--- src/cpa_map.svh ---
// Offsets, field positions, reset values and key codes of the configuration access unit.
`ifndef CPA_MAP_SVH
`define CPA_MAP_SVH
`define CPA_KEY_UNLOCK 8'h55
`define CPA_KEY_LOCK 8'hAA
`define CPA_IDX_LDN 8'h07
`define CPA_IDX_CFG_CTRL 8'h02
`define CPA_IDX_BASE_LO 8'h26
`define CPA_IDX_BASE_HI 8'h27
`define CPA_SOFT_RST_BIT 0
`define CPA_BASE_STRAP0 8'h2E
`define CPA_BASE_STRAP1 8'h4E
`define CPA_BASE_HI_RST 4'h0
`define CPA_DATA_OFS 12'h001
`define CPA_ZERO_BYTE 8'h00
`endif

--- src/cpa_pkg.sv ---
// Types shared by the configuration access unit.
`default_nettype none
package cpa_pkg;
    typedef enum logic {CPA_RUN, CPA_CONFIG} cpa_state_t;
    typedef logic [7:0] cpa_byte_t;
endpackage : cpa_pkg
`default_nettype wire

--- src/cpa_decode.sv ---
// Port address decoder for the key, index and data ports.
`default_nettype none
`include "cpa_map.svh"
module cpa_decode
    import cpa_pkg::*;
#(
    parameter int AW = 12
) (
    input wire logic [AW-1:0] io_addr, // Host I/O address.
    input wire logic [AW-1:0] base, // Current port base.
    output logic hit_base, // Address is the key/index port.
    output logic hit_data // Address is the data port.
);
    // Refuse other widths at elaboration; the base registers hold exactly twelve bits.
    if (AW != 12) begin : g_bad_aw
        $error("cpa_decode supports a 12-bit base only");
    end
    // The data port sits one byte above the base; base bit 0 is always zero.
    always_comb begin
        hit_base = (io_addr == base);
        hit_data = (io_addr == (base | `CPA_DATA_OFS));
    end
endmodule : cpa_decode
`default_nettype wire

--- src/cpa_base_reg.sv ---
// Relocatable port base registers with strap default and two-step commit.
`default_nettype none
`include "cpa_map.svh"
module cpa_base_reg
    import cpa_pkg::*;
(
    input wire logic clk, // Clock.
    input wire logic rstn, // Asynchronous active-low reset.
    input wire logic hard_rst, // Synchronous hard reset request.
    input wire logic ce, // Clock enable.
    input wire logic strap, // Base select strap.
    input wire logic wr_lo, // Write low base byte.
    input wire logic wr_hi, // Write high base bits.
    input wire cpa_byte_t wdata, // Write data.
    output cpa_byte_t lo_rd, // Low register readback.
    output cpa_byte_t hi_rd, // High register readback.
    output logic [11:0] base // Active decode base.
);
    logic [7:1] lo_ff, nxt_lo;
    logic [3:0] hi_ff, nxt_hi;
    logic [11:1] act_ff, nxt_act;
    logic [7:0] strap_lo;
    // Hard reset reloads from strap; soft reset never reaches here.
    always_comb begin
        strap_lo = strap ? `CPA_BASE_STRAP1 : `CPA_BASE_STRAP0;
        nxt_lo = lo_ff;
        nxt_hi = hi_ff;
        nxt_act = act_ff;
        if (hard_rst) begin
            nxt_lo = strap_lo[7:1];
            nxt_hi = `CPA_BASE_HI_RST;
            nxt_act = {`CPA_BASE_HI_RST, strap_lo[7:1]};
        end else begin
            if (wr_lo) nxt_lo = wdata[7:1];
            if (wr_hi) begin
                nxt_hi = wdata[3:0];
                nxt_act = {wdata[3:0], lo_ff};
            end
        end
    end
    // Async reset gives a fixed value; strap is caught by the first hard reset cycle.
    always_ff @(posedge clk or negedge rstn) begin
        if (!rstn) begin
            lo_ff <= 7'h17;
            hi_ff <= 4'h0;
            act_ff <= 11'h017;
        end else if (ce) begin
            lo_ff <= nxt_lo;
            hi_ff <= nxt_hi;
            act_ff <= nxt_act;
        end
    end
    assign lo_rd = {lo_ff, 1'b0};
    assign hi_rd = {4'h0, hi_ff};
    assign base = {act_ff, 1'b0};
    a_hi_commit: assert property (@(posedge clk) disable iff (!rstn)
        ce && wr_hi && !hard_rst |=> base == {$past(wdata[3:0]), $past(lo_ff), 1'b0})
        else $error("high write did not move base");
    a_lo_hold: assert property (@(posedge clk) disable iff (!rstn)
        ce && wr_lo && !wr_hi && !hard_rst |=> $stable(base))
        else $error("low write moved base");
    a_strap_load: assert property (@(posedge clk) disable iff (!rstn)
        ce && hard_rst |=> base == ($past(strap) ? 12'h04E : 12'h02E))
        else $error("hard reset base wrong");
endmodule : cpa_base_reg
`default_nettype wire

--- src/cpa_top.sv ---
// Configuration port access unit: key lock, index/data ports and global registers.
// Notes on behaviour
// - Only run and configuration states; run accepts the unlock key unless a hard reset is active.
// - Writing 0x55 to the key port in run enters configuration.
// - Writing 0xAA to the key port in configuration returns to run.
// - Index and data ports work only in configuration; ignored in run.
// - Key port reads in run leave the data bus undriven.
// - After unlock and before another port write, key port reads return 0x00.
// - After an index write, port reads return the last index value.
// - Then index selects a register, read or written through the data port.
// - Global registers need no logical device selection.
// - Default base is 0x02E with strap low, 0x04E with strap high.
// - Base is even, bit zero fixed, within 0x0000 to 0x0FFE.
// - Low register holds bits 7..1; high holds bits 11..8 in low nibble.
// - High register write moves decode; low write alone does not.
// - Hard reset loads base from strap, high bits zero.
// - Soft reset leaves both base registers unchanged.
// - Hard reset follows main supply power-on or reset output pin.
// - Host writing one to config control bit 0 causes a soft reset.
`default_nettype none
`include "cpa_map.svh"
module cpa_top
    import cpa_pkg::*;
(
    input wire logic clk, // Host bus clock, 25 MHz.
    input wire logic rstn, // Asynchronous active-low reset.
    input wire logic ce, // Clock enable; freezes all state when low.
    input wire logic main_supply_power_on_reset, // Main supply power-on reset, high active.
    input wire logic system_reset_output_pin, // Reset output pin asserted, high active.
    input wire logic mode_strap, // Base select strap.
    input wire logic [11:0] io_addr, // Host I/O address.
    input wire logic io_wr, // Host I/O write strobe, one cycle.
    input wire logic io_rd, // Host I/O read strobe, one cycle.
    input wire cpa_byte_t io_wdata, // Host write data.
    output cpa_byte_t io_rdata, // Read data, registered.
    output logic io_rdata_oe, // High while the unit drives read data.
    output cpa_byte_t ldn, // Selected logical device number.
    output cpa_byte_t ld_index, // Per-device register index.
    output logic ld_wr, // Per-device register write pulse.
    output logic ld_rd, // Per-device register read pulse.
    output cpa_byte_t ld_wdata, // Per-device write data.
    input wire cpa_byte_t ld_rdata, // Per-device read data.
    output logic soft_reset, // Soft reset pulse to logical devices.
    output logic in_config // High in the configuration state.
);
    // Lock state group.
    cpa_state_t state_ff, nxt_state;
    // Index and device group, including the one-cycle pulses to the logical devices.
    cpa_byte_t index_ff, nxt_index;
    cpa_byte_t ldn_ff, nxt_ldn;
    logic idx_seen_ff, nxt_idx_seen;
    logic soft_ff, nxt_soft;
    logic ldwr_ff, nxt_ldwr;
    logic ldrd_ff, nxt_ldrd;
    cpa_byte_t ldwd_ff, nxt_ldwd;
    // Read group; the enable stands for exactly one cycle after a served read.
    cpa_byte_t rdata_ff, nxt_rdata;
    logic oe_ff, nxt_oe;
    // Port decode and base register wires.
    logic hit_base, hit_data;
    logic hard_rst, cfg, wr_lo, wr_hi;
    cpa_byte_t lo_rd, hi_rd;
    logic [11:0] base;

    // Global indices live below 0x30; from 0x30 up, accesses go to the selected device.
    // Reserved global indices read back zero and never reach a logical device.
    function automatic logic is_global(input cpa_byte_t idx);
        is_global = (idx < 8'h30);
    endfunction : is_global

    assign hard_rst = main_supply_power_on_reset | system_reset_output_pin;
    assign cfg = (state_ff == CPA_CONFIG);
    // Base registers are written only through the data port in configuration.
    assign wr_lo = cfg && io_wr && hit_data && index_ff == `CPA_IDX_BASE_LO;
    assign wr_hi = cfg && io_wr && hit_data && index_ff == `CPA_IDX_BASE_HI;

    // The decoder compares against the committed base only, never the pending low byte.
    cpa_decode #(.AW(12)) u_dec (
        .io_addr(io_addr),
        .base(base),
        .hit_base(hit_base),
        .hit_data(hit_data)
    );

    // Base registers; their strap default loads on every hard reset cycle.
    cpa_base_reg u_base (
        .clk(clk),
        .rstn(rstn),
        .hard_rst(hard_rst),
        .ce(ce),
        .strap(mode_strap),
        .wr_lo(wr_lo),
        .wr_hi(wr_hi),
        .wdata(io_wdata),
        .lo_rd(lo_rd),
        .hi_rd(hi_rd),
        .base(base)
    );

    // Lock state machine; only keys on the base port and hard reset move it.
    always_comb begin
        nxt_state = state_ff;
        case (state_ff)
            CPA_RUN: begin
                if (io_wr && hit_base && io_wdata == `CPA_KEY_UNLOCK) nxt_state = CPA_CONFIG;
                // Any other value written in run leaves the state alone.
            end
            CPA_CONFIG: begin
                if (io_wr && hit_base && io_wdata == `CPA_KEY_LOCK) nxt_state = CPA_RUN;
            end
            default: nxt_state = CPA_RUN;
        endcase
        // A hard reset outranks any key written in the same cycle.
        if (hard_rst) nxt_state = CPA_RUN;
    end

    // Index, device number and soft reset. The index port shares the key port address,
    // so a lock key also lands in the index; it is harmless once the unit is locked.
    always_comb begin
        nxt_index = index_ff;
        nxt_ldn = ldn_ff;
        nxt_idx_seen = idx_seen_ff;
        nxt_soft = 1'b0;
        nxt_ldwr = 1'b0;
        nxt_ldrd = 1'b0;
        nxt_ldwd = ldwd_ff;
        if (cfg && io_wr && hit_base) begin
            nxt_index = io_wdata;
            nxt_idx_seen = 1'b1;
        end
        if (!cfg && io_wr && hit_base && io_wdata == `CPA_KEY_UNLOCK) begin
            nxt_idx_seen = 1'b0;
        end
        if (cfg && io_wr && hit_data) begin
            if (index_ff == `CPA_IDX_LDN) nxt_ldn = io_wdata;
            if (index_ff == `CPA_IDX_CFG_CTRL) nxt_soft = io_wdata[`CPA_SOFT_RST_BIT];
            if (!is_global(index_ff)) begin
                nxt_ldwr = 1'b1;
                nxt_ldwd = io_wdata;
            end
        end
        if (cfg && io_rd && hit_data && !is_global(index_ff)) nxt_ldrd = 1'b1;
        // A soft reset deselects the device on the cycle after its pulse; the base is untouched.
        if (soft_ff) nxt_ldn = `CPA_ZERO_BYTE;
        // A hard reset clears the index so the next unlock starts from a known point.
        if (hard_rst) begin
            nxt_index = `CPA_ZERO_BYTE;
            nxt_ldn = `CPA_ZERO_BYTE;
            nxt_idx_seen = 1'b0;
        end
    end

    // Read path: the key port floats in run, and the data port answers only in config.
    always_comb begin
        nxt_rdata = rdata_ff;
        nxt_oe = 1'b0;
        if (io_rd && cfg && hit_base) begin
            nxt_oe = 1'b1;
            nxt_rdata = idx_seen_ff ? index_ff : `CPA_ZERO_BYTE;
        end else if (io_rd && cfg && hit_data) begin
            nxt_oe = 1'b1;
            // Device data is taken straight from ld_rdata, so it must stand in the read cycle.
            case (index_ff)
                `CPA_IDX_LDN: nxt_rdata = ldn_ff;
                `CPA_IDX_BASE_LO: nxt_rdata = lo_rd;
                `CPA_IDX_BASE_HI: nxt_rdata = hi_rd;
                default: nxt_rdata = is_global(index_ff) ? `CPA_ZERO_BYTE : ld_rdata;
            endcase
        end
        // A run-state read of the key port leaves oe low.
    end

    // Lock state register; the clock enable freezes it with everything else.
    always_ff @(posedge clk or negedge rstn) begin
        if (!rstn) begin
            state_ff <= CPA_RUN;
        end else if (ce) begin
            state_ff <= nxt_state;
        end
    end

    // Index and device group registers.
    always_ff @(posedge clk or negedge rstn) begin
        if (!rstn) begin
            index_ff <= 8'h00;
            ldn_ff <= 8'h00;
            idx_seen_ff <= 1'b0;
            soft_ff <= 1'b0;
            ldwr_ff <= 1'b0;
            ldrd_ff <= 1'b0;
            ldwd_ff <= 8'h00;
        end else if (ce) begin
            index_ff <= nxt_index;
            ldn_ff <= nxt_ldn;
            idx_seen_ff <= nxt_idx_seen;
            soft_ff <= nxt_soft;
            ldwr_ff <= nxt_ldwr;
            ldrd_ff <= nxt_ldrd;
            ldwd_ff <= nxt_ldwd;
        end
    end

    // Read group registers.
    always_ff @(posedge clk or negedge rstn) begin
        if (!rstn) begin
            rdata_ff <= 8'h00;
            oe_ff <= 1'b0;
        end else if (ce) begin
            rdata_ff <= nxt_rdata;
            oe_ff <= nxt_oe;
        end
    end

    // Outputs come straight from the registers; in_config is a decode of the state register.
    assign io_rdata = rdata_ff;
    assign io_rdata_oe = oe_ff;
    assign ldn = ldn_ff;
    assign ld_index = index_ff;
    assign ld_wr = ldwr_ff;
    assign ld_rd = ldrd_ff;
    assign ld_wdata = ldwd_ff;
    assign soft_reset = soft_ff;
    assign in_config = cfg;

    // Checks on the lock machine and port gating.
    // The key and index sequences leave one quiet cycle between write and read, as a host does.
    a_unlock_enter: assert property (@(posedge clk) disable iff (!rstn)
        ce && !hard_rst && !cfg && io_wr && hit_base && io_wdata == 8'h55 |=> in_config)
        else $error("unlock key did not enter config");

    a_lock_exit: assert property (@(posedge clk) disable iff (!rstn)
        ce && !hard_rst && cfg && io_wr && hit_base && io_wdata == 8'hAA |=> !in_config)
        else $error("lock key did not exit config");

    a_run_ignore: assert property (@(posedge clk) disable iff (!rstn)
        ce && !cfg && !(io_wr && hit_base && io_wdata == 8'h55) |=> !in_config)
        else $error("run left without unlock key");

    a_run_float: assert property (@(posedge clk) disable iff (!rstn)
        ce && !cfg |=> !io_rdata_oe)
        else $error("data driven in run");

    a_zero_after_key: assert property (@(posedge clk) disable iff (!rstn)
        ce && !hard_rst && !cfg && io_wr && hit_base && io_wdata == 8'h55 ##1
        ce && !hard_rst && !io_wr ##1
        ce && io_rd && hit_base && !io_wr |=> io_rdata == 8'h00 && io_rdata_oe)
        else $error("key port not zero after unlock");

    a_index_echo: assert property (@(posedge clk) disable iff (!rstn)
        ce && !hard_rst && cfg && io_wr && hit_base && io_wdata != 8'hAA ##1
        ce && !hard_rst && !io_wr ##1
        ce && io_rd && hit_base && !io_wr |=> io_rdata == $past(io_wdata, 3))
        else $error("index readback wrong");

    a_ldn_store: assert property (@(posedge clk) disable iff (!rstn)
        ce && !hard_rst && !soft_ff && cfg && io_wr && hit_data && index_ff == 8'h07
        |=> ldn == $past(io_wdata))
        else $error("device number not stored");

    a_soft_pulse: assert property (@(posedge clk) disable iff (!rstn)
        ce && cfg && io_wr && hit_data && index_ff == 8'h02 && io_wdata[0] |=> soft_reset)
        else $error("soft reset not raised");

    a_soft_base: assert property (@(posedge clk) disable iff (!rstn)
        ce && soft_reset && !hard_rst && !wr_hi |=> $stable(base))
        else $error("soft reset moved base");

    // Checks on hard reset, decode and the device pulses.
    a_hard_run: assert property (@(posedge clk) disable iff (!rstn)
        ce && hard_rst |=> !in_config)
        else $error("hard reset left config open");

    a_run_no_dev: assert property (@(posedge clk) disable iff (!rstn)
        ce && !cfg |=> !ld_wr && !ld_rd && !soft_reset)
        else $error("device pulse in run");

    a_global_no_dev: assert property (@(posedge clk) disable iff (!rstn)
        ce && cfg && io_wr && hit_data && index_ff < 8'h30 |=> !ld_wr)
        else $error("global write reached a device");

    a_read_idle: assert property (@(posedge clk) disable iff (!rstn)
        ce && !io_rd |=> !io_rdata_oe)
        else $error("data driven without a read");

    a_data_port: assert property (@(posedge clk) disable iff (!rstn)
        ce && cfg && io_rd && io_addr == base + 12'h001 |=> io_rdata_oe)
        else $error("data port read not served");

    a_ldn_soft: assert property (@(posedge clk) disable iff (!rstn)
        ce && soft_reset && !hard_rst |=> ldn == 8'h00)
        else $error("soft reset kept the device number");

    // Scenarios that the bench is expected to reach.
    c_unlock: cover property (@(posedge clk) !cfg ##1 cfg);
    c_relocate: cover property (@(posedge clk) wr_lo ##[1:8] wr_hi);
    c_dev_write: cover property (@(posedge clk) ld_wr);
    c_lock: cover property (@(posedge clk) cfg ##1 !cfg);
    c_soft_reset: cover property (@(posedge clk) soft_reset);
endmodule : cpa_top
`default_nettype wire

--- config.mk ---
export PLATFORM = sky130hd
export DESIGN_NAME = cpa_top
export DESIGN_NICKNAME = d
export VERILOG_FILES = /design/src/cpa_pkg.sv /design/src/cpa_decode.sv /design/src/cpa_base_reg.sv /design/src/cpa_top.sv
export VERILOG_INCLUDE_DIRS = /design/src
export SDC_FILE = /design/constraint.sdc
export NUM_CORES = 1
export LEC_CHECK = 0
export BUFFER_PORTS_ARGS = -buffer_cell sky130_fd_sc_hd__buf_2
export CORE_MARGIN = 2
export CORE_UTILIZATION = 57
export CTS_CLUSTER_DIAMETER = 150
export CTS_CLUSTER_SIZE = 25
export DETAILED_ROUTE_END_ITERATION = 6
export PLACE_DENSITY = 0.84
export SYNTH_ARGS = -nofsm -noshare
export SYNTH_HDL_FRONTEND = slang
export SYNTH_SLANG_ARGS = --single-unit
--- constraint.sdc ---
create_clock -name clk -period 5.6 [get_ports clk]
set_input_delay 0.84 -clock clk [delete_from_list [all_inputs] [get_ports clk]]
set_output_delay 0.84 -clock clk [all_outputs]
set_load 0.005 [all_outputs]
==> results.yml, run 1 <==
run_status:
  status: "complete, no violations"
global_routing:
  grt_max_degree: 57
  grt_pass1_wl_mm: 11.8
  antenna_found_initial: 0
  overflow: 0
  grt.total_usage: 0.288
  grt_pass1_vias: 2329
synth:
  syn_nets: 288
  netlist_area_um2: 2830
  synth_edf_count: 0
  synth.top_cell.area_share: 0.425
  avgSynthCellArea_um2: 11.2
  yosysTopAreaCell: "dfrtp_1"
  yosysUniqueCellTypes: 50
  ys_async_sr_fraction: 1.00
  synth_seq_area_share: 0.499
  synthCells: 252
  yosys_warnings: 0
  synthFlopType: "dfrtp_1"
  synth_seq_cells: 56
  synthTopCellsByArea: "dfrtp_1, dfstp_2, mux2_2"
clock_tree:
  cts_sinks: 56
  clkTransAtPathRegs_ns: 0.10
  cts_resized: 0
  cts-root-buf: "clkbuf_8"
  cts_made_buffers: 5
  clk_path_buf_depth: 2
  cts_tree: "yes"
  holdBufCountCts: 0
  clock_latency_ns: 0.31
  post_cts_buffers: 0
  htree_levels: 2
pwr:
  p_leak_nw: 1.60
  power_density_nw_per_um2: 220
  irDropWorstVdd_mv: 0.143
setup_path:
  crit_type: "input port to register"
  r2r_cells: 5
  arrival_ns: 2.70
  worstPathRequired_ns: 5.81
  rr_endpoint: "u_base.act_ff[6]$_DFFE_PN0P_"
  reg2reg_setup_slack_ns: 3.16
  r2r_start: "ld_index[6]$_DFFE_PN0P_"
  path_max_fanout: 10
  end_kind: "register"
  startpoint_type: "input port"
detailed_routing:
  drtAntennaViolNets: 0
  vias: 2400
  drtIter0Drc: 283
  first_pass_iters: 4
  vias_per_cell: 6.11
  wl_per_cell_um: 18.8
  wirelength_mm: 7.38
  drc_errors: 0
sta:
  fin_skew_ns: 0.0105
  period_share: 0.445
  rsz0062_at_grt: "no"
  setup_viol: 0
  setup_tns_ns: 0
  fmax_mhz: 401
  max-slew-margin-rel: 0.536
  finalHoldViolations: 0
  final_max_slew_viol_count: 0
  post-route-min-period_ns: 2.49
  tightest_slew_ns: 0.695
placed_design:
  dp_hpwl_mm: 5.45
  gp_congestion: 0.945
  dpl.cell_count: 385
  portBuffers: 72
hold_path:
  min_path_cells: 2
  whs_endpoint: "io_rdata[0]$_DFFE_PN0P_"
  hp-start: "io_rdata[0]$_DFFE_PN0P_"
  hold_class: "register to register"
floorplanning:
  die_h_um: 74.5
  ios: 73
  num_rows: 25
  coreArea_um2: 4750
  die_x_um: 74.5
  start_util: 0.595
  dieArea_um2: 5540
finish:
  nNetsFinal: 361
  antennaDiodeCount: 0
  final_common_cell: "buf_2"
  area_delta_synth_final_pct: 18.8
  final_cell_mix: "buf_2, dfrtp_1, nand2_1"
  drive_gt1_frac: 0.380
  instances_no_fill: 393
job:
  drv_cap: 0
## metrics by stage
step	utilization	area, um^2	setup slack, ns	hold WS (ns)	total power [mW]
after floorplan	-	2830	3.13	0.466	0.449
after global placement	0.684	3250	2.84	0.458	0.482
after detailed placement	0.684	3250	2.82	0.464	0.484
after CTS	0.707	3360	3.14	0.486	0.743
after global routing	0.707	3360	2.97	0.509	0.768
final	0.707	3360	3.11	0.482	0.740
## per-layer routing
| layer | vias to the layer above | track usage | wire length (um) |
|---|---|---|---|
| met5 | - | 0 | 0 |
| li1 | 1098 | - | - |
| met1 | 1153 | 0.427 | 3260 |
| met4 | 0 | 0.0853 | 155 |
| met2 | 132 | 0.439 | 3430 |
| met3 | 17 | 0.0461 | 527 |
## worst max-delay path, cell delays in order
cell and delay, ns:
buf_2 0.10, xor2_1 0.16, nor4_4 0.53, nand4_4 0.28
o21ai_2 0.41, mux2_2 0.38
## power by group
part / internal (mW) / switching, mW / total (mW)
clock network: 0.133 / 0.131 / 0.264
logic: 0.0217 / 0.0394 / 0.0611
registers: 0.411 / 0.00374 / 0.415
## flip-flops by register name, summed over array words and instances, names as in the netlist
name / count
ld_wr: 1
idx_seen_ff: 1
ld_wdata: 8
io_rdata: 8
u_base.act_ff: 11
in_config: 1
io_rdata_oe: 1
ld_rd: 1
ld_index: 8
soft_reset: 1
ldn: 8
u_base.lo_ff: 7
## worst max-delay path by stage
stage | slack, ns | to | from | depth (start not counted)
floorplan | 3.13 | u_base.lo_ff[6]$_DFFE_PN0P_ | io_addr[8] | 5
global placement | 2.84 | u_base.lo_ff[6]$_DFFE_PN0P_ | io_addr[6] | 6
detailed placement | 2.82 | u_base.lo_ff[6]$_DFFE_PN0P_ | io_addr[6] | 6
CTS | 3.14 | ld_wdata[1]$_DFFE_PN0P_ | io_addr[6] | 6
global route | 2.97 | in_config$_DFFE_PN0P_ | io_addr[6] | 6
finish | 3.11 | u_base.lo_ff[6]$_DFFE_PN0P_ | io_addr[6] | 6
## Yosys cell counts, drive strengths merged (3+ instances only)
| cell | instances |
|---|---|
| dfrtp | 48 |
| nand2 | 23 |
| mux2 | 17 |
| a22o | 14 |
| o21ai | 12 |
| xor2 | 11 |
| nor2 | 10 |
| nor2b | 10 |
| dfstp | 8 |
| inv | 8 |
| a21oi | 7 |
| a31oi | 7 |
| nand3 | 7 |
| nand4 | 7 |
| nor3 | 6 |
| o22a | 6 |
| nor4 | 5 |
| clkbuf | 4 |
| or2 | 4 |
| a21o | 3 |
| a222oi | 3 |
| a22oi | 3 |
| buf | 3 |
| nor4b | 3 |
| o31ai | 3 |
## cell families after synthesis
logic type / Yosys count / share of synthesized area
XOR/XNOR: 11 / 0.0341
multiplexers: 19 / 0.0747
buffers and inverters: 15 / 0.0208
AO/OA/AOI/OAI: 69 / 0.180
flip-flops: 56 / 0.499
AND/OR/NAND/NOR: 82 / 0.192
## layout make-up
| class | count | area (um^2) |
|---|---|---|
| Clock buffer | 6 | 72.6 |
| Clock inverter | 2 | 35.0 |
| Fill cell | 399 | 1400 |
| Inverter | 8 | 30.0 |
| Multi-Input combinational cell | 181 | 1360 |
| Sequential cell | 56 | 1410 |
| Tap cell | 67 | 83.8 |
| Timing Repair Buffer | 73 | 368 |
Power figures use the tool's default switching activity.
==> run 2, diff against run 1 <==
CORE_UTILIZATION = 53   (was 57)
PLACE_DENSITY = 0.79   (was 0.84)
clock period = 2.4 ns   (was 5.6 ns; I/O delays follow)
==> run 2 against run 1 <==
  * Via count rose by 3.1%
  * Power rose by 130%
  * Die area rose by 7.1%
  * Sequential share of layout area is 1.4 points lower
  * Clock power grew 130%
  * Global-route usage is 2.7 points lower
  * Highest routed layer unchanged
  * Routed wire length up 2.4%
  * Largest power group unchanged
  * Cell area increased by 3.4%
  * Clock-buffer cell count stayed put
  * Register-to-register slack got worse by 3.0 ns
  * Non-clock buffer count increased by 13
  * Worst hold slack got worse by 0.41 ns
==> results.yml, run 2 (synthesis gave the netlist of run 1 again) <==
run_status:
  status: "complete, no violations"
job:
  drv_cap: 0
clock_tree:
  cts_sinks: 56
  cts-root-buf: "clkbuf_8"
  cts_resized: 0
  clk_path_buf_depth: 2
  holdBufCountCts: 0
  clock_latency_ns: 0.32
  htree_levels: 2
  cts_tree: "yes"
  post_cts_buffers: 0
  cts_made_buffers: 5
  clkTransAtPathRegs_ns: 0.10
global_routing:
  grt_pass1_wl_mm: 12.0
  grt.total_usage: 0.261
  antenna_found_initial: 0
  overflow: 0
  grt_pass1_vias: 2266
  grt_max_degree: 30
sta:
  fmax_mhz: 438
  setup_ws_ns: 0.115
  rsz0062_at_grt: "no"
  finalHoldViolations: 0
  period_share: 0.952
  fin_skew_ns: 0.00799
  tightest_slew_ns: 0.682
  final_max_slew_viol_count: 0
  setup_tns_ns: 0
  setup_viol: 0
  max-slew-margin-rel: 0.545
  post-route-min-period_ns: 2.29
pwr:
  total_power_mw: 1.73
  power_density_nw_per_um2: 497
  irDropWorstVdd_mv: 0.472
  p_leak_nw: 1.67
setup_path:
  end_kind: "register"
  startpoint_type: "register"
  path_max_fanout: 8
  worstPathRequired_ns: 2.60
  critical-path-max-stage-delay_ns: 0.69
  crit_slowest_cell: "or4b_1"
  path_cells: "or4b_1, nor2_1, nand4b_1, o21a_1, a22o_1"
  arrival_ns: 2.49
  crit_type: "register to register"
placed_design:
  dp_hpwl_mm: 5.74
  gp_congestion: 0.887
  place_ws_ns: 0.144
  portBuffers: 72
  dpl.cell_count: 401
detailed_routing:
  drc_errors: 0
  wirelength_mm: 7.55
  drtIter0Drc: 210
  wl_per_cell_um: 18.5
  vias: 2475
  first_pass_iters: 7
  vias_per_cell: 6.05
  drtAntennaViolNets: 0
finish:
  final_util: 0.676
  regArea_um2: 1410
  multi_input_area_um2: 1360
  instances_no_fill: 409
  area_delta_synth_final_pct: 22.8
  drive_gt1_frac: 0.404
  largest-register: "u_base.act_ff"
  num-fill-cells: 441
  largest_reg_flops: 11
  nNetsFinal: 374
  final_common_cell: "buf_2"
  antennaDiodeCount: 0
  final_cell_mix: "buf_2, dfrtp_1, nand2_1"
floorplanning:
  ios: 73
  num_rows: 26
  die_h_um: 77.1
  die_x_um: 77.1
  start_util: 0.550
  dieArea_um2: 5940
  coreArea_um2: 5140
hold_path:
  hold_class: "input port to async pin"
[run 2: cell count changes in the layout (fill, tap and decap cells not counted)]
cell and delta:
buf_12 +1, buf_4 +12
[run 2: power breakdown]
| part | total, mW | switching (mW) | internal [mW] |
|---|---|---|---|
| logic | 0.150 | 0.0948 | 0.0553 |
| clock network | 0.609 | 0.299 | 0.310 |
| registers | 0.968 | 0.00892 | 0.959 |
[run 2: path summary, 6_finish.rpt]
check                      cells after the start                     endpoint  slack [ns]               startpoint
max                                            5           ldn[3]$_DFFE_PN0P_        0.11  ld_index[6]$_DFFE_PN0P_
min                                            1      ld_wdata[2]$_DFFE_PN0P_        0.07                     rstn
max reg2reg                                    5           ldn[3]$_DFFE_PN0P_        0.11  ld_index[6]$_DFFE_PN0P_
min reg2reg                                    1            ld_wr$_DFFE_PN0P_        0.49        ld_wr$_DFFE_PN0P_
max in group asynchronous                      2  u_base.lo_ff[5]$_DFFE_PN1P_        1.67                     rstn
min in group clk                               2           ldn[7]$_DFFE_PN0P_        0.29              io_wdata[7]
[run 2: area by class of cell]
cell class	instances	area share
Sequential cell	56	0.406
Multi-Input combinational cell	181	0.391
Timing Repair Buffer	86	0.138
Tap cell	70	0.0252
Clock buffer	6	0.0209
Clock inverter	2	0.0101
Inverter	8	0.00865
[run 2: metrics by stage]
| stage | hold slack [ns] | area, um^2 |
|---|---|---|
| 2_1_floorplan | 0.0644 | 2830 |
| 3_3_place_gp | 0.429 | 3370 |
| 3_5_place_dp | 0.438 | 3370 |
| 4_1_cts | 0.0912 | 3470 |
| 5_1_grt | 0.116 | 3470 |
| 6_report | 0.0702 | 3470 |
[run 2: layer usage]
layer  routed length [um]  up-vias  GRT usage
met5                    0        -          0
met4                  100        0     0.0625
met3                  619       12     0.0435
met2                 3660      128      0.416
met1                 3180     1212      0.376
li1                     -     1123          -
[run 2: critical path: cells and delay by family, from the launching register on]
family          cells  cell delay [ns]
compound gates      2             0.64
simple gates        3             1.08
flops               1             0.45
